### config.mk
export PLATFORM = sky130hd
export DESIGN_NAME = spio_port
export DESIGN_NICKNAME = d
export VERILOG_FILES = /design/src/pkg/spio_pkg.sv /design/src/rtl/spio_port.sv
export SDC_FILE = /design/constraint.sdc
export NUM_CORES = 1
export LEC_CHECK = 0
export BUFFER_PORTS_ARGS = -buffer_cell sky130_fd_sc_hd__buf_2
export CAP_MARGIN = 20
export CORE_MARGIN = 3
export CORE_UTILIZATION = 57
export CTS_BUF_LIST = sky130_fd_sc_hd__clkbuf_8 sky130_fd_sc_hd__clkbuf_16
export CTS_CLUSTER_SIZE = 10
export DETAILED_ROUTE_END_ITERATION = 10
export HOLD_SLACK_MARGIN = 0.08
export PLACE_DENSITY = 0.85
export SYNTH_ARGS = -nofsm -noshare
export SYNTH_HDL_FRONTEND = slang
export SYNTH_SLANG_ARGS = --single-unit
### constraint.sdc
create_clock -name ref_clk -period 4.1 [get_ports ref_clk]
set_input_delay 0.82 -clock ref_clk [delete_from_list [all_inputs] [get_ports ref_clk]]
set_output_delay 0.82 -clock ref_clk [all_outputs]
set_load 0.005 [all_outputs]
### src/pkg/spio_pkg.sv
package spio_pkg;

	localparam int PIN_N   = 16;
	localparam int RP_IO_N = 8;
	localparam int RSRC_N  = 4;
	localparam int RIN_N   = 4;
	localparam int OMAP_W  = 6;
	localparam int IMAP_W  = 7;
	localparam int AW      = 5;
	localparam int DW      = 16;

	// pins 0..7 remappable in/out, 8..11 remappable input only
	localparam logic [IMAP_W-1:0] RP_IN_CNT = 7'h0C;
	localparam logic [OMAP_W-1:0] RSRC_CNT  = 6'h04;

	// bonded pins of this variant; the rest read as zero outside analog select and pull enables
	localparam logic [DW-1:0] IMPL_MASK = 16'h3FFF;

	localparam logic [DW-1:0] DIR_RST   = 16'hFFFF;
	localparam logic [DW-1:0] ANALOG_SELECT_BIT_RST = 16'hFFFF;
	localparam logic [DW-1:0] LAT_RST   = 16'h0000;

	localparam logic [AW-1:0] A_DIR    = 5'h00;
	localparam logic [AW-1:0] A_LAT    = 5'h01;
	localparam logic [AW-1:0] A_PORT   = 5'h02;
	localparam logic [AW-1:0] A_ODC    = 5'h03;
	localparam logic [AW-1:0] A_ANALOG_SELECT_BIT  = 5'h04;
	localparam logic [AW-1:0] A_CNEN   = 5'h05;
	localparam logic [AW-1:0] A_CNPU   = 5'h06;
	localparam logic [AW-1:0] A_CNPD   = 5'h07;
	localparam logic [AW-1:0] A_CNSTAT = 5'h08;
	localparam logic [AW-1:0] A_KEY    = 5'h09;
	localparam logic [AW-1:0] A_LOCK   = 5'h0A;
	localparam logic [AW-1:0] A_OMAP0  = 5'h10;
	localparam logic [AW-1:0] A_IMAP0  = 5'h18;

	localparam logic [DW-1:0] KEY_A = 16'h0055;
	localparam logic [DW-1:0] KEY_B = 16'h00AA;

endpackage

### src/rtl/spio_port.sv
// Overview of operation
// - driving peripheral owns pin output over port
// - port output never loops into peripheral input
// - peripheral driving disables port driver, pin readable
// - enabled idle peripheral lets port drive pin
// - direction one is input, zero output
// - reset makes every pin an input
// - latch reads latch; pin reg reads pins, writes latch
// - unimplemented bits read zero except in analog select and pull enables
// - open-drain bit makes pin open-drain
// - analog select resets to all ones
// - analog pins read zero in pin register
// - change on selected pin raises interrupt
// - per-pin change interrupt enable bit
// - separate weak pull-up and pull-down enables
// - pins remap in/out or input only
// - remapped peripheral unconnected until assigned
// - remap beats digital, never analog functions
// - mapping protected against spurious changes
// - separate input and output mapping registers
// - seven-bit field selects each remapped input
// - output map resets to zero, null output
//
// Our own choices: the register addresses and the plain strobed port.
module spio_port (
	input  wire logic                                ref_clk,
	input  wire logic                                resetn,
	input  wire logic [spio_pkg::AW-1:0]             addr,
	input  wire logic [spio_pkg::DW-1:0]             wdata,
	input  wire logic                                wr_stb,
	input  wire logic                                rd_stb,
	output logic      [spio_pkg::DW-1:0]             rdata,
	input  wire logic [spio_pkg::PIN_N-1:0]          pin_in,
	output logic      [spio_pkg::PIN_N-1:0]          pin_out,
	output logic      [spio_pkg::PIN_N-1:0]          pin_oe,
	output logic      [spio_pkg::PIN_N-1:0]          pull_up_en,
	output logic      [spio_pkg::PIN_N-1:0]          pull_down_en,
	output logic      [spio_pkg::PIN_N-1:0]          analog_mode,
	input  wire logic [spio_pkg::PIN_N-1:0]          fix_periph_en,
	input  wire logic [spio_pkg::PIN_N-1:0]          fix_periph_drive,
	input  wire logic [spio_pkg::PIN_N-1:0]          fix_periph_out,
	output logic      [spio_pkg::PIN_N-1:0]          fix_periph_in,
	input  wire logic [spio_pkg::RSRC_N-1:0]         rmp_src_en,
	input  wire logic [spio_pkg::RSRC_N-1:0]         rmp_src_drive,
	input  wire logic [spio_pkg::RSRC_N-1:0]         rmp_src_out,
	output logic      [spio_pkg::RIN_N-1:0]          rmp_periph_in,
	output logic                                     change_irq,
	output logic                                     remap_locked
);

	typedef struct packed {
		logic [spio_pkg::DW-1:0]                          dir;
		logic [spio_pkg::DW-1:0]                          lat;
		logic [spio_pkg::DW-1:0]                          odc;
		logic [spio_pkg::DW-1:0]                          analog_select_bit;
		logic [spio_pkg::DW-1:0]                          cnen;
		logic [spio_pkg::DW-1:0]                          cnpu;
		logic [spio_pkg::DW-1:0]                          cnpd;
		logic [spio_pkg::DW-1:0]                          cn_stat;
		logic [spio_pkg::DW-1:0]                          meta;
		logic [spio_pkg::DW-1:0]                          sync;
		logic [spio_pkg::DW-1:0]                          prev;
		logic                                             key1;
		logic                                             arm;
		logic                                             lock;
		logic [spio_pkg::RP_IO_N-1:0][spio_pkg::OMAP_W-1:0] omap;
		logic [spio_pkg::RIN_N-1:0][spio_pkg::IMAP_W-1:0]   imap;
		logic [spio_pkg::DW-1:0]                          rdata;
		logic [spio_pkg::DW-1:0]                          out;
		logic [spio_pkg::DW-1:0]                          oe;
		logic [spio_pkg::DW-1:0]                          pu;
		logic [spio_pkg::DW-1:0]                          pd;
		logic [spio_pkg::DW-1:0]                          fin;
		logic [spio_pkg::RIN_N-1:0]                       rin;
		logic                                             irq;
	} spio_state_type;

	spio_state_type q;
	spio_state_type d;

	logic [spio_pkg::PIN_N-1:0] rmp_act_v;
	logic [spio_pkg::PIN_N-1:0] per_own_v;
	logic [spio_pkg::PIN_N-1:0] port_drv_v;
	logic [spio_pkg::PIN_N-1:0] nxt_oe_v;
	logic [spio_pkg::PIN_N-1:0] nxt_out_v;
	logic [spio_pkg::PIN_N-1:0] dig_v;
	logic [spio_pkg::PIN_N-1:0] pin_view_v;
	logic [spio_pkg::PIN_N-1:0] chg_v;

	function automatic logic omap_ok(input logic [spio_pkg::OMAP_W-1:0] f);
		omap_ok = (f != 6'h00) && (f <= spio_pkg::RSRC_CNT);
	endfunction

	function automatic logic [1:0] omap_idx(
		input logic [spio_pkg::OMAP_W-1:0] f);
		logic [spio_pkg::OMAP_W-1:0] k;
		k = f - 6'h01;
		omap_idx = k[1:0];
	endfunction

	// code 0 ties the input low; codes past the last pin also read low
	function automatic logic imap_pick(
		input logic [spio_pkg::IMAP_W-1:0] code,
		input logic [spio_pkg::PIN_N-1:0]  lv);
		logic [spio_pkg::IMAP_W-1:0] k;
		k = code - 7'h01;
		imap_pick = 1'b0;
		if (code != 7'h00 && code <= spio_pkg::RP_IN_CNT) begin
			imap_pick = lv[k[3:0]];
		end
	endfunction

	// pins in analog mode present zero to all digital logic
	assign dig_v = q.sync & ~q.analog_select_bit & spio_pkg::IMPL_MASK;

	genvar i;
	generate
		for (i = 0; i < spio_pkg::PIN_N; i++) begin : g_pin
			logic       rmp_drv;
			logic       fix_drv;
			logic       drv_val;
			logic       raw_val;
			if (i < spio_pkg::RP_IO_N) begin : g_rp
				logic [1:0] sx;
				assign sx = omap_idx(q.omap[i]);
				// null code or analog pin keeps the remap off
				assign rmp_act_v[i] = omap_ok(q.omap[i]) & rmp_src_en[sx]
					& ~q.analog_select_bit[i];
				assign rmp_drv = rmp_act_v[i] & rmp_src_drive[sx];
				assign drv_val = rmp_drv ? rmp_src_out[sx]
					: fix_periph_out[i];
			end else begin : g_fix
				assign rmp_act_v[i] = 1'b0;
				assign rmp_drv = 1'b0;
				assign drv_val = fix_periph_out[i];
			end
			// remap outranks the fixed peripheral on the same pin
			assign fix_drv = fix_periph_en[i] & fix_periph_drive[i]
				& ~rmp_act_v[i];
			assign per_own_v[i] = rmp_drv | fix_drv;
			// port drives pins with direction zero when no peripheral is actively driving
			assign port_drv_v[i] = ~per_own_v[i] & ~q.dir[i];
			assign raw_val = per_own_v[i] ? drv_val : q.lat[i];
			// open drain only pulls low, releases for a one
			assign nxt_oe_v[i] = spio_pkg::IMPL_MASK[i]
				& (per_own_v[i] | port_drv_v[i])
				& ~(q.odc[i] & raw_val);
			assign nxt_out_v[i] = raw_val & ~q.odc[i];
		end
	endgenerate

	// peripherals never see the port's own output on the pin
	assign pin_view_v = dig_v & ~port_drv_v;
	// compares against last sample; blind while clocks are stopped
	assign chg_v = (q.sync ^ q.prev) & q.cnen & ~q.analog_select_bit
		& spio_pkg::IMPL_MASK;

	always_comb begin
		d = q;
		d.meta = pin_in;
		d.sync = q.meta;
		d.prev = q.sync;
		d.out = nxt_out_v;
		d.oe = nxt_oe_v;
		d.pu = q.cnpu & spio_pkg::IMPL_MASK;
		d.pd = q.cnpd & spio_pkg::IMPL_MASK;
		d.fin = pin_view_v;
		for (int k = 0; k < spio_pkg::RIN_N; k++) begin
			d.rin[k] = imap_pick(q.imap[k], pin_view_v);
		end
		// a new change wins over a clear in the same cycle
		d.cn_stat = q.cn_stat | chg_v;
		if (wr_stb) begin
			d.key1 = (addr == spio_pkg::A_KEY) && (wdata == spio_pkg::KEY_A);
			d.arm = (addr == spio_pkg::A_KEY) && (wdata == spio_pkg::KEY_B)
				&& q.key1;
			case (addr)
				spio_pkg::A_DIR: begin
					d.dir = wdata & spio_pkg::IMPL_MASK;
				end
				spio_pkg::A_LAT, spio_pkg::A_PORT: begin
					d.lat = wdata & spio_pkg::IMPL_MASK;
				end
				spio_pkg::A_ODC: begin
					d.odc = wdata & spio_pkg::IMPL_MASK;
				end
				spio_pkg::A_ANALOG_SELECT_BIT: begin
					d.analog_select_bit = wdata;
				end
				spio_pkg::A_CNEN: begin
					d.cnen = wdata & spio_pkg::IMPL_MASK;
				end
				spio_pkg::A_CNPU: begin
					d.cnpu = wdata;
				end
				spio_pkg::A_CNPD: begin
					d.cnpd = wdata;
				end
				spio_pkg::A_CNSTAT: begin
					d.cn_stat = (q.cn_stat & ~wdata) | chg_v;
				end
				spio_pkg::A_LOCK: begin
					// lock only moves right after the two-word key
					if (q.arm) begin
						d.lock = wdata[0];
					end
				end
				default: begin
					if (!q.lock && addr[4:3] == 2'b10) begin
						d.omap[addr[2:0]] = wdata[spio_pkg::OMAP_W-1:0];
					end else if (!q.lock && addr[4:2] == 3'b110) begin
						d.imap[addr[1:0]] = wdata[spio_pkg::IMAP_W-1:0];
					end
				end
			endcase
		end
		d.rdata = 16'h0000;
		if (rd_stb) begin
			case (addr)
				spio_pkg::A_DIR:    d.rdata = q.dir;
				spio_pkg::A_LAT:    d.rdata = q.lat;
				spio_pkg::A_PORT:   d.rdata = dig_v;
				spio_pkg::A_ODC:    d.rdata = q.odc;
				spio_pkg::A_ANALOG_SELECT_BIT:  d.rdata = q.analog_select_bit;
				spio_pkg::A_CNEN:   d.rdata = q.cnen;
				spio_pkg::A_CNPU:   d.rdata = q.cnpu;
				spio_pkg::A_CNPD:   d.rdata = q.cnpd;
				spio_pkg::A_CNSTAT: d.rdata = q.cn_stat;
				spio_pkg::A_LOCK:   d.rdata = {15'h0000, q.lock};
				default: begin
					if (addr[4:3] == 2'b10) begin
						d.rdata = {10'h000, q.omap[addr[2:0]]};
					end else if (addr[4:2] == 3'b110) begin
						d.rdata = {9'h000, q.imap[addr[1:0]]};
					end
				end
			endcase
		end
		d.irq = |q.cn_stat;
	end

	always_ff @(posedge ref_clk) begin
		if (!resetn) begin
			q <= '0;
			q.dir <= spio_pkg::DIR_RST & spio_pkg::IMPL_MASK;
			q.lat <= spio_pkg::LAT_RST;
			q.analog_select_bit <= spio_pkg::ANALOG_SELECT_BIT_RST;
		end else begin
			q <= d;
		end
	end

	assign rdata = q.rdata;
	assign pin_out = q.out;
	assign pin_oe = q.oe;
	assign pull_up_en = q.pu;
	assign pull_down_en = q.pd;
	assign analog_mode = q.analog_select_bit;
	assign fix_periph_in = q.fin;
	assign rmp_periph_in = q.rin;
	assign change_irq = q.irq;
	assign remap_locked = q.lock;
endmodule

==> metrics.txt, run 1 <==
# TYPE chip_impl_metric gauge
chip_impl_metric{name="power-per-cell-area",unit="nW/um2"} 394
chip_impl_info{name="path_class",value="primary input to register"} 1
chip_impl_metric{name="groute.layer.met2.usage",unit=""} 0.476
chip_impl_metric{name="floorplan.core_area",unit="um2"} 27100
chip_impl_info{name="synth_largest_area_cell",value="sky130_fd_sc_hd__dfxtp_1"} 1
chip_impl_info{name="crit_family",value="simple AND/OR/NAND/NOR gates"} 1
chip_impl_metric{name="power.leakage",unit="nW"} 7.08
chip_impl_metric{name="areaGrowthSynthToFinish",unit="%"} 9.65
chip_impl_info{name="timing.critical_path.slowest_stage_cell",value="sky130_fd_sc_hd__nand2_1"} 1
chip_impl_metric{name="track_usage",unit=""} 0.314
chip_impl_metric{name="numClockSinks",unit=""} 334
chip_impl_info{name="setup.worst_path.start_class",value="primary input"} 1
chip_impl_metric{name="grt_use_met3",unit=""} 0.0764
chip_impl_metric{name="worst_slew_pin_slew",unit="ps"} 1040
chip_impl_metric{name="grt_pass1_vias",unit=""} 12400
chip_impl_metric{name="die-height",unit="um"} 172
chip_impl_metric{name="critical-path-max-stage-delay",unit="ps"} 800
chip_impl_metric{name="ctsHoldBuffers",unit=""} 0
chip_impl_metric{name="setup_total_negative_slack",unit="ps"} 0
chip_impl_metric{name="place_area",unit="um2"} 16200
chip_impl_metric{name="layout_setup_ws",unit="ps"} 910
chip_impl_info{name="synth_common_cells",value="334 x sky130_fd_sc_hd__dfxtp_1, 193 x sky130_fd_sc_hd__nand2_1, 149 x sky130_fd_sc_hd__nor2_1, 116 x sky130_fd_sc_hd__buf_4, 110 x sky130_fd_sc_hd__mux2i_1"} 1
chip_impl_metric{name="num_vias",unit=""} 13300
chip_impl_info{name="holdCritPathClass",value="register to register"} 1
chip_impl_metric{name="filler_cell_count",unit=""} 2216
chip_impl_metric{name="clock_latency_reported_for_the_late_side_of_the_worst_skew_pair",unit="ps"} 540
chip_impl_metric{name="rows",unit=""} 60
chip_impl_metric{name="die-area",unit="um2"} 29700
chip_impl_metric{name="ys_async_sr_fraction",unit=""} 0
chip_impl_metric{name="max_freq",unit="MHz"} 313
chip_impl_metric{name="ant_nets",unit=""} 0
chip_impl_metric{name="initial_utilization",unit=""} 0.582
chip_impl_metric{name="syn-cell-area",unit="um2"} 15800
chip_impl_metric{name="timing.final.max_slew_violations",unit=""} 0
chip_impl_info{name="ys_top_cells_by_area",value="sky130_fd_sc_hd__dfxtp_1 42%, sky130_fd_sc_hd__mux2i_1 7.0%, sky130_fd_sc_hd__mux4_2 6.0%, sky130_fd_sc_hd__buf_4 5.5%, sky130_fd_sc_hd__nand2_1 4.6%"} 1
chip_impl_metric{name="final_min_period_over_clock_period",unit=""} 0.778
chip_impl_metric{name="post_route_cells_drive_above_1_share",unit=""} 0.198
chip_impl_metric{name="post-synth-top-area-fraction",unit=""} 0.424
chip_impl_metric{name="synth_area_per_cell",unit="um2"} 9.24
chip_impl_info{name="worstReg2RegStart",value="q[135]$_SDFFE_PN0P_"} 1
chip_impl_info{name="unrepaired_setup_endpoints_after_global_routing",value="no"} 1
chip_impl_metric{name="clockBufferDepth",unit=""} 3
chip_impl_info{name="worstReg2RegEnd",value="rmp_periph_in[2]$_SDFF_PN0_"} 1
chip_impl_info{name="most_crowded_layer_after_global_routing",value="met2"} 1
chip_impl_metric{name="gp_routability_congestion",unit=""} 1.01
chip_impl_info{name="worst_setup_path_startpoint",value="addr[1]"} 1
chip_impl_metric{name="worstPathRequired",unit="ps"} 4480
chip_impl_info{name="hold_end",value="d[184]$_SDFF_PN0_"} 1
chip_impl_metric{name="combined_buffer_and_inverter_count_along_the_critical_path",unit=""} 1
chip_impl_metric{name="routed_wl",unit="um"} 47500
chip_impl_metric{name="design_power_total",unit="mW"} 6.81
chip_impl_metric{name="floorplan.die.width",unit="um"} 172
chip_impl_metric{name="ctsResizeCount",unit=""} 0
chip_impl_metric{name="reg2reg_setup_slack",unit="ps"} 1050
chip_impl_metric{name="post_synth_num_cell_types",unit=""} 59
chip_impl_metric{name="finalHoldViolCount",unit=""} 0
chip_impl_info{name="holdCritStartpoint",value="d[200]$_SDFF_PN0_"} 1
chip_impl_metric{name="synth_seq_area_share",unit=""} 0.424
chip_impl_metric{name="grt_first_pass_wirelength",unit="um"} 72200
chip_impl_metric{name="setup_viol_count_final",unit=""} 0
chip_impl_metric{name="h_tree_levels",unit=""} 2
chip_impl_info{name="critical_path.endpoint_type",value="register"} 1
chip_impl_metric{name="vdd_drop_max",unit="mV"} 0.319
chip_impl_metric{name="relSlewSlack",unit=""} 0.308
chip_impl_metric{name="worst-endpoint-arrival",unit="ps"} 3570
chip_impl_metric{name="drv_cap",unit=""} 0
chip_impl_metric{name="drc",unit=""} 0
chip_impl_metric{name="final_cell_count_no_fill",unit=""} 2135
chip_impl_metric{name="largest_net_degree_at_the_start_of_global_routing",unit=""} 149
chip_impl_metric{name="grt_antenna_before_repair",unit=""} 2
chip_impl_metric{name="path_clk_slew",unit="ps"} 50
chip_impl_info{name="cts_tree",value="yes"} 1
chip_impl_metric{name="clock_buffers_created_by_tritoncts",unit=""} 39
chip_impl_info{name="critical_path.cell_chain",value="buf_2 > nand2b_1 > nor3_2 > nand2_1 > mux2i_1 > nor2_1"} 1
chip_impl_metric{name="grt_overflow",unit=""} 0
chip_impl_metric{name="whs_path_depth",unit=""} 1
chip_impl_metric{name="yosys_register_bits",unit=""} 334
chip_impl_info{name="clock_tree.root_cell",value="sky130_fd_sc_hd__clkbuf_16"} 1
chip_impl_metric{name="path_max_fanout",unit=""} 31
chip_impl_metric{name="place.detailed.instances",unit=""} 2089
chip_impl_metric{name="dpl.hpwl",unit="um"} 33700
chip_impl_metric{name="synthesis.yosys.warnings",unit=""} 0
chip_impl_metric{name="final.min_clock_period",unit="ps"} 3190
chip_impl_metric{name="cp.depth",unit=""} 6
chip_impl_metric{name="grt.met1_usage",unit=""} 0.430
chip_impl_metric{name="synth-edff-count",unit=""} 0
chip_impl_metric{name="wl_per_cell",unit="um"} 22.3
chip_impl_metric{name="drt_iter0_drc",unit=""} 1872
chip_impl_info{name="run_status",value="completed"} 1
chip_impl_metric{name="drt_pass1_iterations",unit=""} 6
chip_impl_info{name="post-synth-top-count-cell",value="sky130_fd_sc_hd__dfxtp_1"} 1
chip_impl_info{name="main_flop_type_after_synthesis",value="sky130_fd_sc_hd__dfxtp_1"} 1
chip_impl_metric{name="vias_per_cell",unit=""} 6.25
chip_impl_metric{name="pin_count",unit=""} 219
chip_impl_metric{name="syn_inst",unit=""} 1705
chip_impl_metric{name="multi_input_area",unit="um2"} 7660
chip_impl_metric{name="finalInstanceArea",unit="um2"} 17300
chip_impl_metric{name="sequential_cell_area",unit="um2"} 6690
chip_impl_metric{name="place_ws",unit="ps"} 516
chip_impl_metric{name="placement.io_buffers",unit=""} 208
chip_impl_metric{name="hold_ws",unit="ps"} 430
chip_impl_metric{name="nets_final",unit=""} 1875
chip_impl_metric{name="clock_skew",unit="ps"} 20.8
chip_impl_metric{name="cts_setup_buffers",unit=""} 0
chip_impl_metric{name="reg2reg_depth",unit=""} 7
chip_impl_metric{name="fin_util",unit=""} 0.638
==> registers in the layout, summed over array words and instances, names as in the netlist, 16 cells and up <==
name and cells:
pin_out 16, rdata 16, q 168, d 56, analog_mode 16
==> cells in the final DEF, fill, tap and decap left out, drive strengths merged, types with 10 or more instances in the layout <==
master,count
a21oi,99
a221oi,25
a222oi,11
a22oi,23
a31oi,16
and2,83
and4,10
buf,235
clkbuf,42
dfxtp,334
ha,16
inv,38
mux2i,110
mux4,49
nand2,193
nand3,87
nor2,149
nor2b,36
nor3,27
nor3b,31
nor4,26
o21ai,13
o31ai,10
xnor2,28
==> worst max path at each step <==
stage	slack, ps	end
floorplan	1610	rmp_periph_in[0]$_SDFF_PN0_
global placement	650	d[47]$_SDFFE_PN0P_
detailed placement	520	q[275]$_SDFFE_PN0P_
CTS	1010	q[275]$_SDFFE_PN0P_
global route	810	q[275]$_SDFFE_PN0P_
finish	910	q[275]$_SDFFE_PN0P_
==> area by class of cell <==
type	instances	area share
clock buffers	42	0.0602
inverters	36	0.00811
clock inverters	3	0.00166
repair buffers	235	0.0727
multi-input cells	1112	0.443
flip-flops and latches	334	0.387
diodes	1	0.000145
well taps	372	0.0269
==> layer usage <==
layer | vias up | share of wire
met4 | 2 | 0.050
met1 | 6309 | 0.39
met2 | 933 | 0.44
li1 | 5927 | -
met5 | - | 0.00027
met3 | 172 | 0.12
==> worst reg2reg max path: cells and delay by family, from the launching register on <==
kind / cells / cell delay, ps
fa+ha+maj: 1 / 400
flops: 1 / 500
buf+inv: 1 / 120
mux: 2 / 880
compound gates: 3 / 1050
==> cell families after synthesis <==
| logic type | share of synthesized area |
|---|---|
| AO/OA/AOI/OAI | 0.0998 |
| adder cells (fa/ha/maj) | 0.0127 |
| multiplexers | 0.144 |
| other | 0.000238 |
| XOR/XNOR | 0.0178 |
| AND/OR/NAND/NOR | 0.209 |
| buffers and inverters | 0.0919 |
| flip-flops | 0.424 |
==> where the power goes <==
| part | total (mW) | switching (mW) | internal, mW |
|---|---|---|---|
| sequential | 3.33 | 0.0361 | 3.30 |
| combinational | 0.439 | 0.280 | 0.159 |
| clock | 3.04 | 1.26 | 1.78 |
Power figures use the tool's default switching activity.
==> run 2: changes to the inputs <==
--- a/config.mk
+++ b/config.mk
@@ -8,12 +8,12 @@
 export BUFFER_PORTS_ARGS = -buffer_cell sky130_fd_sc_hd__buf_2
 export CAP_MARGIN = 20
 export CORE_MARGIN = 3
-export CORE_UTILIZATION = 57
+export CORE_UTILIZATION = 52
 export CTS_BUF_LIST = sky130_fd_sc_hd__clkbuf_8 sky130_fd_sc_hd__clkbuf_16
 export CTS_CLUSTER_SIZE = 10
 export DETAILED_ROUTE_END_ITERATION = 10
 export HOLD_SLACK_MARGIN = 0.08
-export PLACE_DENSITY = 0.85
+export PLACE_DENSITY = 0.82
 export SYNTH_ARGS = -nofsm -noshare
 export SYNTH_HDL_FRONTEND = slang
 export SYNTH_SLANG_ARGS = --single-unit
==> constraint.sdc (replaced) <==
create_clock -name ref_clk -period 2.7 [get_ports ref_clk]
set_input_delay 0.54 -clock ref_clk [delete_from_list [all_inputs] [get_ports ref_clk]]
set_output_delay 0.54 -clock ref_clk [all_outputs]
set_load 0.005 [all_outputs]
==> metrics.txt, run 2 (synthesized netlist as in run 1, its figures left out) <==
# TYPE chip_impl_metric gauge
chip_impl_metric{name="worstPathRequired",unit="ps"} 3090
chip_impl_metric{name="initial_utilization",unit=""} 0.529
chip_impl_metric{name="final.min_clock_period",unit="ps"} 2610
chip_impl_metric{name="power-per-cell-area",unit="nW/um2"} 587
chip_impl_metric{name="floorplan.die.width",unit="um"} 180
chip_impl_metric{name="pin_count",unit=""} 219
chip_impl_info{name="holdCritPathClass",value="primary input to register"} 1
chip_impl_metric{name="clock_skew",unit="ps"} 18.4
chip_impl_info{name="unrepaired_setup_endpoints_after_global_routing",value="no"} 1
chip_impl_metric{name="reg2reg_setup_slack",unit="ps"} 90
chip_impl_metric{name="grt_antenna_before_repair",unit=""} 1
chip_impl_metric{name="drv_cap",unit=""} 0
chip_impl_metric{name="largest_register_ffs",unit=""} 168
chip_impl_metric{name="relSlewSlack",unit=""} 0.449
chip_impl_metric{name="vdd_drop_max",unit="mV"} 0.529
chip_impl_metric{name="reg2reg_depth",unit=""} 8
chip_impl_metric{name="vias_per_cell",unit=""} 6.12
chip_impl_metric{name="areaGrowthSynthToFinish",unit="%"} 13.4
chip_impl_metric{name="clockBufferDepth",unit=""} 3
chip_impl_metric{name="track_usage",unit=""} 0.289
chip_impl_info{name="cts_tree",value="yes"} 1
chip_impl_metric{name="numClockSinks",unit=""} 334
chip_impl_metric{name="critical-path-max-stage-delay",unit="ps"} 570
chip_impl_info{name="run_status",value="completed"} 1
chip_impl_metric{name="ant_nets",unit=""} 0
chip_impl_metric{name="routed_wl",unit="um"} 49200
chip_impl_metric{name="gp_routability_congestion",unit=""} 1.02
chip_impl_info{name="clock_tree.root_cell",value="sky130_fd_sc_hd__clkbuf_16"} 1
chip_impl_metric{name="path_max_fanout",unit=""} 5
chip_impl_metric{name="wl_per_cell",unit="um"} 22.1
chip_impl_metric{name="nets_final",unit=""} 1943
chip_impl_info{name="regMostFlops",value="q"} 1
chip_impl_metric{name="post_route_cells_drive_above_1_share",unit=""} 0.228
chip_impl_metric{name="power.leakage",unit="nW"} 7.44
chip_impl_metric{name="worst_slew_pin_slew",unit="ps"} 827
chip_impl_metric{name="path_clk_slew",unit="ps"} 60
chip_impl_info{name="critical_path.cell_chain",value="inv_1 > ha_1 > mux4_2 > and4_4 > o31ai_2 > nor3_1 > o31ai_1 > a211oi_1"} 1
chip_impl_info{name="path_class",value="register to register"} 1
chip_impl_metric{name="grt_first_pass_wirelength",unit="um"} 75100
chip_impl_metric{name="dpl.hpwl",unit="um"} 35900
chip_impl_metric{name="floorplan.core_area",unit="um2"} 29800
chip_impl_info{name="critical_path.endpoint_type",value="register"} 1
chip_impl_metric{name="rows",unit=""} 63
chip_impl_metric{name="finalHoldViolCount",unit=""} 0
chip_impl_metric{name="worst-endpoint-arrival",unit="ps"} 3000
chip_impl_info{name="worst_setup_path_startpoint",value="q[142]$_SDFFE_PN0P_"} 1
chip_impl_metric{name="largest_net_degree_at_the_start_of_global_routing",unit=""} 135
chip_impl_info{name="setup.worst_path.start_class",value="register"} 1
chip_impl_metric{name="cp.depth",unit=""} 8
chip_impl_metric{name="drt_iter0_drc",unit=""} 1568
chip_impl_metric{name="whs_path_depth",unit=""} 2
chip_impl_info{name="crit_family",value="compound AO/OA/AOI/OAI gates"} 1
chip_impl_info{name="worstReg2RegEnd",value="rmp_periph_in[3]$_SDFF_PN0_"} 1
chip_impl_metric{name="die-height",unit="um"} 180
chip_impl_metric{name="grt_overflow",unit=""} 0
chip_impl_info{name="commonest_non_fill_non_tap_cell_in_the_layout",value="sky130_fd_sc_hd__dfxtp_1"} 1
chip_impl_metric{name="drt_pass1_iterations",unit=""} 6
chip_impl_info{name="cp-endpoint",value="rmp_periph_in[3]$_SDFF_PN0_"} 1
chip_impl_metric{name="clock_buffers_created_by_tritoncts",unit=""} 40
chip_impl_info{name="layout.cells.most_common_list",value="334 x sky130_fd_sc_hd__dfxtp_1, 207 x sky130_fd_sc_hd__buf_2, 193 x sky130_fd_sc_hd__nand2_1, 149 x sky130_fd_sc_hd__nor2_1, 110 x sky130_fd_sc_hd__mux2i_1"} 1
chip_impl_metric{name="placement.io_buffers",unit=""} 208
chip_impl_metric{name="setup_viol_count_final",unit=""} 0
chip_impl_metric{name="timing.final.max_slew_violations",unit=""} 0
chip_impl_metric{name="combined_buffer_and_inverter_count_along_the_critical_path",unit=""} 1
chip_impl_info{name="worstReg2RegStart",value="q[142]$_SDFFE_PN0P_"} 1
chip_impl_metric{name="max_freq",unit="MHz"} 383
chip_impl_metric{name="fin_util",unit=""} 0.600
chip_impl_metric{name="final_min_period_over_clock_period",unit=""} 0.966
chip_impl_metric{name="num_vias",unit=""} 13600
chip_impl_metric{name="drc",unit=""} 0
chip_impl_metric{name="die-area",unit="um2"} 32400
chip_impl_metric{name="grt_pass1_vias",unit=""} 13000
chip_impl_metric{name="setup_total_negative_slack",unit="ps"} 0
chip_impl_metric{name="h_tree_levels",unit=""} 2
chip_impl_metric{name="clock_latency_reported_for_the_late_side_of_the_worst_skew_pair",unit="ps"} 530
chip_impl_info{name="timing.critical_path.slowest_stage_cell",value="sky130_fd_sc_hd__o31ai_2"} 1
chip_impl_metric{name="filler_cell_count",unit=""} 2479
==> run 2: changes by cell type in the layout (fill, tap and decap cells not counted), sizes merged <==
| cell | before | now |
|---|---|---|
| buf | 235 | 302 |
| bufinv | 0 | 1 |
| inv | 38 | 42 |
| clkinv | 1 | 2 |
==> run 2: layout make-up <==
cell class              instances  area [um2]  share of cell area
flip-flops and latches        334        6690               0.374
inverters                      36         140             0.00784
diodes                          1        2.50            0.000140
well taps                     390         488              0.0273
multi-input cells            1112        7680               0.430
clock buffers                  42        1030              0.0576
clock inverters                 9        78.8             0.00441
repair buffers                302        1760              0.0986
==> run 2: metrics by stage <==
| step | setup slack [ps] | hold slack, ps | instance area [um2] | total power, mW | std cells |
|---|---|---|---|---|---|
| after global placement | 73.0 | 422 | 16700 | 5.83 | 2174 |
| after global routing | 17.8 | 219 | 17900 | 10.8 | 2225 |
| after detailed placement | 5.58 | 417 | 16700 | 5.85 | 2174 |
| after CTS | 140 | 211 | 17900 | 10.5 | 2225 |
| final | 90.7 | 225 | 17900 | 10.5 | 2226 |
| after floorplan | 379 | 412 | 15800 | 5.57 | 1712 |
==> run 2: worst reg2reg max path, cell delays in order, from the launching register on <==
cell and delay (ps):
sky130_fd_sc_hd__dfxtp_1 350, sky130_fd_sc_hd__inv_1 50, sky130_fd_sc_hd__ha_1 360, sky130_fd_sc_hd__mux4_2 370
sky130_fd_sc_hd__and4_4 230, sky130_fd_sc_hd__o31ai_2 570, sky130_fd_sc_hd__nor3_1 100, sky130_fd_sc_hd__o31ai_1 320
sky130_fd_sc_hd__a211oi_1 120
==> run 2: power breakdown <==
| part | leakage (nW) | internal (mW) | switching (mW) |
|---|---|---|---|
| Combinational | 4.17 | 0.269 | 0.442 |
| Sequential | 2.70 | 5.00 | 0.0501 |
| Clock | 0.563 | 2.78 | 1.93 |
| Total | 7.44 | 8.06 | 2.42 |
==> run 2: worst min-delay path by stage <==
stage / from / to / slack [ps]
global placement: d[209]$_SDFF_PN0_ / d[193]$_SDFF_PN0_ / 420
detailed placement: d[208]$_SDFF_PN0_ / d[192]$_SDFF_PN0_ / 420
floorplan: d[196]$_SDFF_PN0_ / d[180]$_SDFF_PN0_ / 410
finish: pin_in[11] / d[207]$_SDFF_PN0_ / 220
global route: pin_in[0] / d[196]$_SDFF_PN0_ / 220
CTS: pin_in[11] / d[207]$_SDFF_PN0_ / 210
==> run 2: layer usage <==
| metal | global-route usage | part of all wire |
|---|---|---|
| met5 | 0 | 0.00026 |
| met4 | 0.137 | 0.055 |
| met3 | 0.0569 | 0.12 |
| met2 | 0.446 | 0.44 |
| met1 | 0.393 | 0.39 |
==> run 2: what timing repair did <==
action	4_1_cts	5_1_grt
hold buffers	0	0
resized for setup	0	2
buffers inserted	0	0
endpoints found under the setup margin	0	2
